===== config.mk =====
export PLATFORM = sky130hd
export DESIGN_NAME = rtc_calendar_and_trim
export DESIGN_NICKNAME = d
export VERILOG_FILES = /design/src/pkg/rtc_cal_pkg.sv /design/src/design/cal_step.sv /design/src/design/trim_second_timer.sv /design/src/design/rtc_calendar_and_trim.sv
export VERILOG_INCLUDE_DIRS = /design/src /design/src/pkg
export SDC_FILE = /design/constraint.sdc
export NUM_CORES = 1
export LEC_CHECK = 0
export BUFFER_PORTS_ARGS = -buffer_cell sky130_fd_sc_hd__buf_2
export CAP_MARGIN = 20
export CORE_ASPECT_RATIO = 0.8
export CORE_MARGIN = 2
export CORE_UTILIZATION = 55
export CTS_BUF_LIST = sky130_fd_sc_hd__clkbuf_16
export CTS_CLUSTER_SIZE = 25
export DETAILED_ROUTE_END_ITERATION = 7
export GPL_TIMING_DRIVEN = 0
export PLACE_DENSITY = 0.83
export SYNTH_ARGS = -nofsm -noshare
export SYNTH_HDL_FRONTEND = slang
export SYNTH_SLANG_ARGS = --single-unit

===== constraint.sdc =====
create_clock -name clk -period 4.5 [get_ports clk]
set_input_delay 1.125 -clock clk [delete_from_list [all_inputs] [get_ports clk]]
set_output_delay 1.125 -clock clk [all_outputs]
set_load 0.01 [all_outputs]

===== src/pkg/rtc_cal_cfg.svh =====
// constants for the calendar counter chain and the oscillator trim unit
// Functional notes
// - weekday steps by exactly one on each daily carry into day-of-month
// - weekday is a modulo-seven count 000 to 110, then back to 000
// - day counts 1-31 in months 1,3,5,7,8,10,12; 1-30 in 4,6,9,11
// - february counts to 29 in leap years, otherwise to 28
// - day wrapping from last day to 1 increments the month
// - month counts BCD 1 to 12; wrapping 12 to 1 increments the year
// - year counts BCD 00 to 99; every multiple of four, 00 included, is leap
// - century bit 7 of month register toggles when year wraps 99 to 00
// - all calendar fields hold and present their values in BCD
// - with power-on flag set trim reads zero; calendar unused bits read 0
// - interval select 0 applies trim at seconds 00, 20 and 40
// - interval select 1 applies trim at second 00 only
// - a correction slot coinciding with a trim write is skipped
// - sign 0 lengthens the second by (field - 1) x 2 counts
// - sign 1 shortens the second by (inverted field + 1) x 2 counts
// - a trim field of zero gives no correction whatever the sign
// - an uncorrected second is 32768 counts; sign 0 field 1 changes nothing
// - trim changes only the counts per second, never the 32.768 kHz output
// - day and weekday take the carry when the hour counter rolls over midnight
// - power-on flag clears the trim register
`ifndef RTC_CAL_CFG_SVH
`define RTC_CAL_CFG_SVH

`define RTC_ADDR_WEEKDAY 4'h3
`define RTC_ADDR_MDAY 4'h4
`define RTC_ADDR_MONTH 4'h5
`define RTC_ADDR_YEAR 4'h6
`define RTC_ADDR_TRIM 4'h7

`define RTC_MONTH_CENTURY_BIT 7
`define RTC_TRIM_INTERVAL_BIT 7
`define RTC_TRIM_SIGN_BIT 6

`define RTC_TRIM_RESET 8'h00
`define RTC_WEEKDAY_RESET 3'h0
`define RTC_MDAY_RESET 6'h01
`define RTC_MONTH_RESET 5'h01
`define RTC_YEAR_RESET 8'h00

`define RTC_WEEKDAY_LAST 3'h6
`define RTC_MONTH_LAST 5'h12
`define RTC_YEAR_LAST 8'h99
`define RTC_SEC_COUNTS 16'h8000
`define RTC_SLOT_20 7'h20
`define RTC_SLOT_40 7'h40
`define RTC_SLOT_00 7'h00

`endif


===== src/pkg/rtc_cal_pkg.sv =====
// types and BCD helpers shared by the calendar and trim logic
package rtc_cal_pkg;
`include "rtc_cal_cfg.svh"

	typedef struct packed {
		logic [2:0] weekday;
		logic [5:0] mday;
		logic [4:0] month;
		logic century;
		logic [7:0] year;
	} calendar_s;

	typedef struct packed {
		logic wr;
		logic rd;
		logic [3:0] addr;
		logic [7:0] wdata;
	} reg_req_s;

	typedef struct packed {
		logic interval;
		logic sign;
		logic [5:0] field;
	} trim_s;

	// BCD increment of a two-digit value
	function automatic logic [7:0] bcd_inc(input logic [7:0] v);
		if (v[3:0] == 4'h9) begin
			bcd_inc = {4'(v[7:4] + 4'h1), 4'h0};
		end else begin
			bcd_inc = {v[7:4], 4'(v[3:0] + 4'h1)};
		end
	endfunction

	// every BCD year divisible by four is leap
	function automatic logic is_leap(input logic [7:0] y);
		if (y[4]) begin
			is_leap = (y[3:0] == 4'h2) || (y[3:0] == 4'h6);
		end else begin
			is_leap = (y[3:0] == 4'h0) || (y[3:0] == 4'h4) || (y[3:0] == 4'h8);
		end
	endfunction

	// last BCD day of a month
	function automatic logic [5:0] last_day(input logic [4:0] m, input logic [7:0] y);
		case (m)
			5'h02: last_day = is_leap(y) ? 6'h29 : 6'h28;
			5'h04, 5'h06, 5'h09, 5'h11: last_day = 6'h30;
			default: last_day = 6'h31;
		endcase
	endfunction
endpackage


===== src/design/cal_step.sv =====
// next calendar value after one daily carry
`timescale 1ns/1ns
`default_nettype none
`include "rtc_cal_cfg.svh"
module cal_step (
	// current calendar
	input wire rtc_cal_pkg::calendar_s cur,
	// next calendar
	output rtc_cal_pkg::calendar_s nxt
);
	import rtc_cal_pkg::*;

	logic month_carry;
	logic year_carry;
	logic [7:0] mday_inc;
	logic [7:0] month_inc;

	assign mday_inc = bcd_inc({2'h0, cur.mday});
	assign month_inc = bcd_inc({3'h0, cur.month});

	always_comb begin
		nxt = cur;
		month_carry = 1'b0;
		year_carry = 1'b0;
		// weekday wraps after 110
		if (cur.weekday >= `RTC_WEEKDAY_LAST) begin
			nxt.weekday = 3'h0;
		end else begin
			nxt.weekday = 3'(cur.weekday + 3'h1);
		end
		if (cur.mday == last_day(cur.month, cur.year)) begin
			nxt.mday = 6'h01;
			month_carry = 1'b1;
		end else begin
			nxt.mday = mday_inc[5:0];
		end
		if (month_carry) begin
			if (cur.month == `RTC_MONTH_LAST) begin
				nxt.month = 5'h01;
				year_carry = 1'b1;
			end else begin
				nxt.month = month_inc[4:0];
			end
		end
		if (year_carry) begin
			if (cur.year == `RTC_YEAR_LAST) begin
				nxt.year = 8'h00;
				nxt.century = ~cur.century;
			end else begin
				nxt.year = bcd_inc(cur.year);
			end
		end
	end
endmodule // cal_step
`default_nettype wire


===== src/design/trim_second_timer.sv =====
// one-second divider of oscillator ticks with trim correction
`timescale 1ns/1ns
`default_nettype none
`include "rtc_cal_cfg.svh"
module trim_second_timer #(
	parameter logic [15:0] SEC_COUNTS = `RTC_SEC_COUNTS
) (
	// clock and reset
	input wire logic clk,
	input wire logic reset,
	input wire logic clk_en,
	// timebase and seconds value
	input wire logic osc_tick,
	input wire logic [6:0] sec_bcd,
	// trim setting
	input wire rtc_cal_pkg::trim_s trim,
	input wire logic trim_wr,
	// second boundary
	output logic sec_tick
);
	import rtc_cal_pkg::*;

	typedef struct packed {
		logic [15:0] count;
		logic wr_seen;
		logic tick;
	} timer_s;

	timer_s s_r;
	timer_s s_nxt;
	logic slot;
	logic [15:0] target;

	always_comb begin
		s_nxt = s_r;
		s_nxt.tick = 1'b0;
		if (trim.interval) begin
			slot = (sec_bcd == `RTC_SLOT_00);
		end else begin
			slot = (sec_bcd == `RTC_SLOT_00) || (sec_bcd == `RTC_SLOT_20)
				|| (sec_bcd == `RTC_SLOT_40);
		end
		target = SEC_COUNTS;
		if (slot && !s_r.wr_seen && !trim_wr && trim.field != 6'h00) begin
			if (trim.sign) begin
				target = 16'(SEC_COUNTS - {9'h0, 6'(~trim.field) + 7'h01, 1'b0});
			end else begin
				target = 16'(SEC_COUNTS + {9'h0, 7'({1'b0, trim.field} - 7'h01), 1'b0});
			end
		end
		if (trim_wr) begin
			s_nxt.wr_seen = 1'b1;
		end
		// only the count length changes; the oscillator itself is untouched
		if (osc_tick) begin
			if (16'(s_r.count + 16'h1) >= target) begin
				s_nxt.count = 16'h0;
				s_nxt.tick = 1'b1;
				s_nxt.wr_seen = trim_wr;
			end else begin
				s_nxt.count = 16'(s_r.count + 16'h1);
			end
		end
	end

	always_ff @(posedge clk) begin
		if (reset) begin
			s_r <= '0;
		end else if (clk_en) begin
			s_r <= s_nxt;
		end
	end

	assign sec_tick = s_r.tick;
endmodule // trim_second_timer
`default_nettype wire


===== src/design/rtc_calendar_and_trim.sv =====
// calendar registers, trim register and second divider of the clock
`timescale 1ns/1ns
`default_nettype none
`include "rtc_cal_cfg.svh"
module rtc_calendar_and_trim #(
	parameter logic [15:0] SEC_COUNTS = `RTC_SEC_COUNTS
) (
	// clock and reset
	input wire logic clk,
	input wire logic reset,
	input wire logic clk_en,
	// register port
	input wire rtc_cal_pkg::reg_req_s req,
	output logic [7:0] rdata,
	// timebase and time counter
	input wire logic osc_tick,
	input wire logic [6:0] sec_bcd,
	input wire logic day_carry,
	input wire logic power_on_flag,
	// outputs
	output logic sec_tick,
	output logic clk32_out
);
	import rtc_cal_pkg::*;

	typedef struct packed {
		calendar_s cal;
		trim_s trim;
		logic [7:0] rdata;
		logic clk32;
	} top_s;

	top_s s_r;
	top_s s_nxt;
	calendar_s stepped;
	logic trim_wr;
	logic tick_int;

	cal_step u_step (
		.cur(s_r.cal),
		.nxt(stepped)
	);

	trim_second_timer #(
		.SEC_COUNTS(SEC_COUNTS)
	) u_timer (
		.clk(clk),
		.reset(reset),
		.clk_en(clk_en),
		.osc_tick(osc_tick),
		.sec_bcd(sec_bcd),
		.trim(s_r.trim),
		.trim_wr(trim_wr),
		.sec_tick(tick_int)
	);

	assign trim_wr = req.wr && (req.addr == `RTC_ADDR_TRIM);

	always_comb begin
		s_nxt = s_r;
		s_nxt.clk32 = osc_tick;
		if (day_carry) begin
			s_nxt.cal = stepped;
		end
		// host writes take priority over a carry; unused bits dropped
		if (req.wr) begin
			case (req.addr)
				`RTC_ADDR_WEEKDAY: s_nxt.cal.weekday = req.wdata[2:0];
				`RTC_ADDR_MDAY: s_nxt.cal.mday = req.wdata[5:0];
				`RTC_ADDR_MONTH: begin
					s_nxt.cal.century = req.wdata[`RTC_MONTH_CENTURY_BIT];
					s_nxt.cal.month = req.wdata[4:0];
				end
				`RTC_ADDR_YEAR: s_nxt.cal.year = req.wdata;
				`RTC_ADDR_TRIM: s_nxt.trim = req.wdata;
				default: s_nxt.cal = s_nxt.cal;
			endcase
		end
		if (power_on_flag) begin
			s_nxt.trim = `RTC_TRIM_RESET;
		end
		if (req.rd) begin
			case (req.addr)
				`RTC_ADDR_WEEKDAY: s_nxt.rdata = {5'h00, s_r.cal.weekday};
				`RTC_ADDR_MDAY: s_nxt.rdata = {2'h0, s_r.cal.mday};
				`RTC_ADDR_MONTH: s_nxt.rdata = {s_r.cal.century, 2'h0, s_r.cal.month};
				`RTC_ADDR_YEAR: s_nxt.rdata = s_r.cal.year;
				`RTC_ADDR_TRIM: s_nxt.rdata = power_on_flag ? 8'h00 : s_r.trim;
				default: s_nxt.rdata = 8'h00;
			endcase
		end
	end

	always_ff @(posedge clk) begin
		if (reset) begin
			s_r.cal.weekday <= `RTC_WEEKDAY_RESET;
			s_r.cal.mday <= `RTC_MDAY_RESET;
			s_r.cal.month <= `RTC_MONTH_RESET;
			s_r.cal.century <= 1'b0;
			s_r.cal.year <= `RTC_YEAR_RESET;
			s_r.trim <= `RTC_TRIM_RESET;
			s_r.rdata <= 8'h00;
			s_r.clk32 <= 1'b0;
		end else if (clk_en) begin
			s_r <= s_nxt;
		end
	end

	assign rdata = s_r.rdata;
	assign sec_tick = tick_int;
	assign clk32_out = s_r.clk32;
endmodule // rtc_calendar_and_trim
`default_nettype wire


==> flow_results.xml <==
<?xml version="1.0" encoding="UTF-8"?>
<metrics>
  <group name="placed_design">
    <metric name="post_place_worst_slack" unit="ps">-870</metric>
    <metric name="numPortBuffers" unit="">34</metric>
    <metric name="placed_area" unit="mm²">0.00475</metric>
    <metric name="gpl_wtd_cong" unit="">0.996</metric>
    <metric name="dp.final_hpwl" unit="µm">9510</metric>
  </group>
  <group name="clocking">
    <metric name="cts_root_buffer" unit="">sky130_fd_sc_hd__clkbuf_16</metric>
    <metric name="clock_sink_count" unit="">58</metric>
    <metric name="clock_latency" unit="ps">340</metric>
    <metric name="tritoncts.num_buffers" unit="">9</metric>
    <metric name="htree_levels" unit="">3</metric>
    <metric name="path_clk_slew" unit="ps">60</metric>
    <metric name="tritoncts" unit="">built</metric>
    <metric name="cts_max_path_buffers" unit="">2</metric>
  </group>
  <group name="sta">
    <metric name="timing.final.crit_share" unit="%">96.8</metric>
    <metric name="final_period_minus_worst_setup_slack" unit="ps">4350</metric>
    <metric name="final_hold_viol_count" unit="">0</metric>
    <metric name="max_slew.worst_pin.slew" unit="ps">1020</metric>
    <metric name="timing.final.setup_violations" unit="">0</metric>
    <metric name="finClkSkew" unit="ps">9.16</metric>
    <metric name="holdWs" unit="ps">475</metric>
    <metric name="fmaxAchievable" unit="MHz">230</metric>
    <metric name="worst_slew_margin_rel" unit="%">30.4</metric>
    <metric name="slew_viol_final" unit="">0</metric>
    <metric name="final_critical_path_setup_slack" unit="ps">145</metric>
  </group>
  <group name="routing">
    <metric name="drt_first_pass_iters" unit="">6</metric>
    <metric name="route.top_layer_used" unit="">met5</metric>
    <metric name="drtIter0Drc" unit="">549</metric>
    <metric name="vias" unit="">4814</metric>
    <metric name="route.met2.wl" unit="µm">6110</metric>
    <metric name="final_antenna_net_count" unit="">0</metric>
    <metric name="post_drt_via_cell_ratio" unit="">6.35</metric>
    <metric name="wl_met3" unit="µm">1930</metric>
    <metric name="drt-met1-wl" unit="µm">5570</metric>
    <metric name="wirelength" unit="µm">14000</metric>
    <metric name="post-route-drc-count" unit="">0</metric>
    <metric name="wl_per_cell" unit="µm">18.5</metric>
  </group>
  <group name="power">
    <metric name="power-per-cell-area" unit="mW/mm²">291</metric>
    <metric name="switching_share" unit="%">27.8</metric>
    <metric name="ir_worst_vdd" unit="V">0.000201</metric>
    <metric name="power_switching" unit="µW">417</metric>
    <metric name="pwr-share-clk" unit="%">51.0</metric>
    <metric name="static-leakage-power" unit="µW">0.00199</metric>
    <metric name="intPower" unit="µW">1080</metric>
    <metric name="power.total" unit="µW">1500</metric>
    <metric name="combPwrFrac" unit="%">12.3</metric>
    <metric name="seq_power_share" unit="%">36.7</metric>
  </group>
  <group name="hold_path">
    <metric name="worst_min_path_start" unit="">rdata[1]</metric>
    <metric name="min_to" unit="">rdata[1]</metric>
    <metric name="hold_path_class" unit="">flip-flop to flip-flop</metric>
    <metric name="timing.hold.worst_path_depth" unit="">2</metric>
  </group>
  <group name="critical_path">
    <metric name="critical_path_required" unit="ps">4730</metric>
    <metric name="timing.setup.critical_path_class" unit="">input port to flip-flop</metric>
    <metric name="r2r_cells" unit="">13</metric>
    <metric name="reg2reg_setup_slack" unit="ps">690</metric>
    <metric name="critical_path.startpoint_type" unit="">input port</metric>
    <metric name="crit-reg2reg-launch" unit="">u_timer.s_r[1]</metric>
    <metric name="cp-end-kind" unit="">flip-flop</metric>
    <metric name="cp_max_fo" unit="">10</metric>
    <metric name="arrival_time_of_the_worst_setup_path" unit="ps">4580</metric>
    <metric name="regToRegEndpoint" unit="">u_timer.s_r[11]</metric>
  </group>
  <group name="synth">
    <metric name="share_of_synthesized_area_occupied_by_flip_flops_and_latches" unit="%">26.1</metric>
    <metric name="postSynth.asyncResetShare" unit="%">0</metric>
    <metric name="syn-mean-instance-area" unit="µm²">7.47</metric>
    <metric name="synth.top_cells.by_area" unit="">sky130_fd_sc_hd__dfxtp_1 (26%), sky130_fd_sc_hd__ha_1 (6.5%), sky130_fd_sc_hd__nor2_1 (6.3%), sky130_fd_sc_hd__nand2_1 (5.6%), sky130_fd_sc_hd__xnor2_1 (4.3%)</metric>
    <metric name="synth_enable_flop_cells" unit="">0</metric>
    <metric name="synth_most_common_cell" unit="">sky130_fd_sc_hd__nor2_1</metric>
    <metric name="synth_top_area_share" unit="%">26.1</metric>
    <metric name="ys_warn_count" unit="">0</metric>
    <metric name="synth_commonest_cells" unit="">sky130_fd_sc_hd__nor2_1 (74), sky130_fd_sc_hd__nand2_1 (66), sky130_fd_sc_hd__dfxtp_1 (58)</metric>
    <metric name="syn-num-nets" unit="">645</metric>
    <metric name="post_synth_top_flop" unit="">sky130_fd_sc_hd__dfxtp_1</metric>
    <metric name="synth.distinct_cells" unit="">64</metric>
    <metric name="synth-seq-cells" unit="">58</metric>
    <metric name="synthDominantAreaCellType" unit="">sky130_fd_sc_hd__dfxtp_1</metric>
    <metric name="netlist_area" unit="mm²">0.00444</metric>
    <metric name="post_synth_inst_count" unit="">595</metric>
  </group>
  <group name="finish">
    <metric name="final_design_area_no_fill" unit="mm²">0.00515</metric>
    <metric name="nets" unit="">695</metric>
    <metric name="layout-drive-gt1-share" unit="%">12.2</metric>
    <metric name="syn_to_final_growth" unit="%">16.1</metric>
    <metric name="postLayoutCoreUtil" unit="%">65.5</metric>
    <metric name="fillers" unit="">670</metric>
    <metric name="antenna_cells" unit="">0</metric>
  </group>
  <group name="global_route">
    <metric name="antenna_found_initial" unit="">0</metric>
    <metric name="vias_in_the_first_global_route" unit="">4538</metric>
    <metric name="grt_remaining_overflow" unit="">0</metric>
    <metric name="first_pass_grt_wire_length" unit="µm">22500</metric>
    <metric name="grt_start_max_net_pins" unit="">13</metric>
    <metric name="gr-usage-all-layers" unit="%">31.9</metric>
  </group>
  <group name="floorplanning">
    <metric name="die_h" unit="µm">84.4</metric>
    <metric name="die_area" unit="mm²">0.00882</metric>
    <metric name="core" unit="mm²">0.00787</metric>
    <metric name="starting_density_of_the_core" unit="%">56.4</metric>
    <metric name="ioPinCount" unit="">37</metric>
    <metric name="placement_rows" unit="">29</metric>
    <metric name="die_width" unit="µm">104</metric>
  </group>
  <group name="flow_run">
    <metric name="cap_violations" unit="">0</metric>
  </group>
  <group name="status">
    <metric name="run_status" unit="">finished clean</metric>
  </group>
</metrics>
==> final cells by class <==
cell class / count / area [µm²] / share of cell area, %
Multi-Input combinational cell: 482 / 3080 / 59.7
Sequential cell: 58 / 1160 / 22.5
Clock buffer: 9 / 225 / 4.37
Timing Repair Buffer: 40 / 213 / 4.13
Buffer: 40 / 189 / 3.67
Tap cell: 108 / 135 / 2.62
Clock inverter: 7 / 101 / 1.97
Inverter: 14 / 52.6 / 1.02
==> power groups by stage <==
stage / registers, µW / logic [µW] / clock network, µW
after floorplan: 553 / 117 / 0
after global placement: 560 / 167 / 0
after detailed placement: 560 / 172 / 0
after CTS: 549 / 176 / 761
after global routing: 552 / 200 / 782
final: 550 / 185 / 764
==> state kept, by name (all words and copies together), names as in the netlist <==
name and cells:
clk32_out 1, rdata 8, u_timer.s_r 17, u_timer.sec_tick 1
s_r 31
==> per-stage QoR <==
step                      setup TNS (ps)  cells
after floorplan                        0    595
after detailed placement          -12670    737
after global routing                -451    758
final                                  0    758
after global placement            -11540    737
after CTS                              0    754
==> worst max path at each step <==
stage | startpoint | to | slack, ps
2_1_floorplan | sec_bcd[1] | u_timer.s_r[10] | 70
3_3_place_gp | sec_bcd[1] | u_timer.s_r[10] | -790
3_5_place_dp | sec_bcd[1] | u_timer.s_r[11] | -870
4_1_cts | sec_bcd[1] | u_timer.s_r[11] | 30
5_1_grt | sec_bcd[1] | u_timer.s_r[11] | -60
6_report | sec_bcd[1] | u_timer.s_r[11] | 150
==> logic make-up after synthesis <==
family          synth area share [%]
simple gates                    29.1
compound gates                  21.1
flops                           26.1
buf+inv                         5.44
xor+xnor                        7.89
fa+ha+maj                       6.70
mux                             3.66
==> placed cells by master, fill, tap and decap left out, types with 23 or more instances in the layout <==
| cell | synthesis | layout |
|---|---|---|
| sky130_fd_sc_hd__clkbuf_1 | 26 | 24 |
| sky130_fd_sc_hd__nand2_1 | 66 | 66 |
| sky130_fd_sc_hd__buf_2 | 1 | 35 |
| sky130_fd_sc_hd__nand3_1 | 26 | 26 |
| sky130_fd_sc_hd__dfxtp_1 | 58 | 58 |
| sky130_fd_sc_hd__ha_1 | 23 | 23 |
| sky130_fd_sc_hd__nor2_1 | 74 | 74 |
| sky130_fd_sc_hd__o21ai_0 | 26 | 24 |
| sky130_fd_sc_hd__a21oi_1 | 35 | 35 |
==> repair_timing <==
action                                  in CTS  in global routing
cloned                                       0                  0
pin swaps                                    2                  1
endpoints found under the hold margin        0                  0
gates resized for setup                      5                  5
hold buffers                                 0                  0
setup buffers                                2                  3
endpoints found under the setup margin      17                 11
==> metal layers <==
layer / GRT usage [%] / vias to the layer above
met3: 10.1 / 52
met5: 0 / -
met1: 41.2 / 2183
li1: - / 2246
met4: 13.3 / 2
met2: 49.5 / 331
==> worst max-delay path, cell delays in order <==
cell	delay [ps]
sky130_fd_sc_hd__buf_2	100
sky130_fd_sc_hd__or4_1	490
sky130_fd_sc_hd__or4_1	540
sky130_fd_sc_hd__nor3_4	220
sky130_fd_sc_hd__and2_2	230
sky130_fd_sc_hd__o21ai_0	140
sky130_fd_sc_hd__ha_1	330
sky130_fd_sc_hd__nand4_1	150
sky130_fd_sc_hd__a211oi_2	270
sky130_fd_sc_hd__a221oi_2	100
sky130_fd_sc_hd__o32ai_2	360
sky130_fd_sc_hd__nand2b_4	240
sky130_fd_sc_hd__clkbuf_4	200
sky130_fd_sc_hd__nor2_1	70
Power figures use the tool's default switching activity.
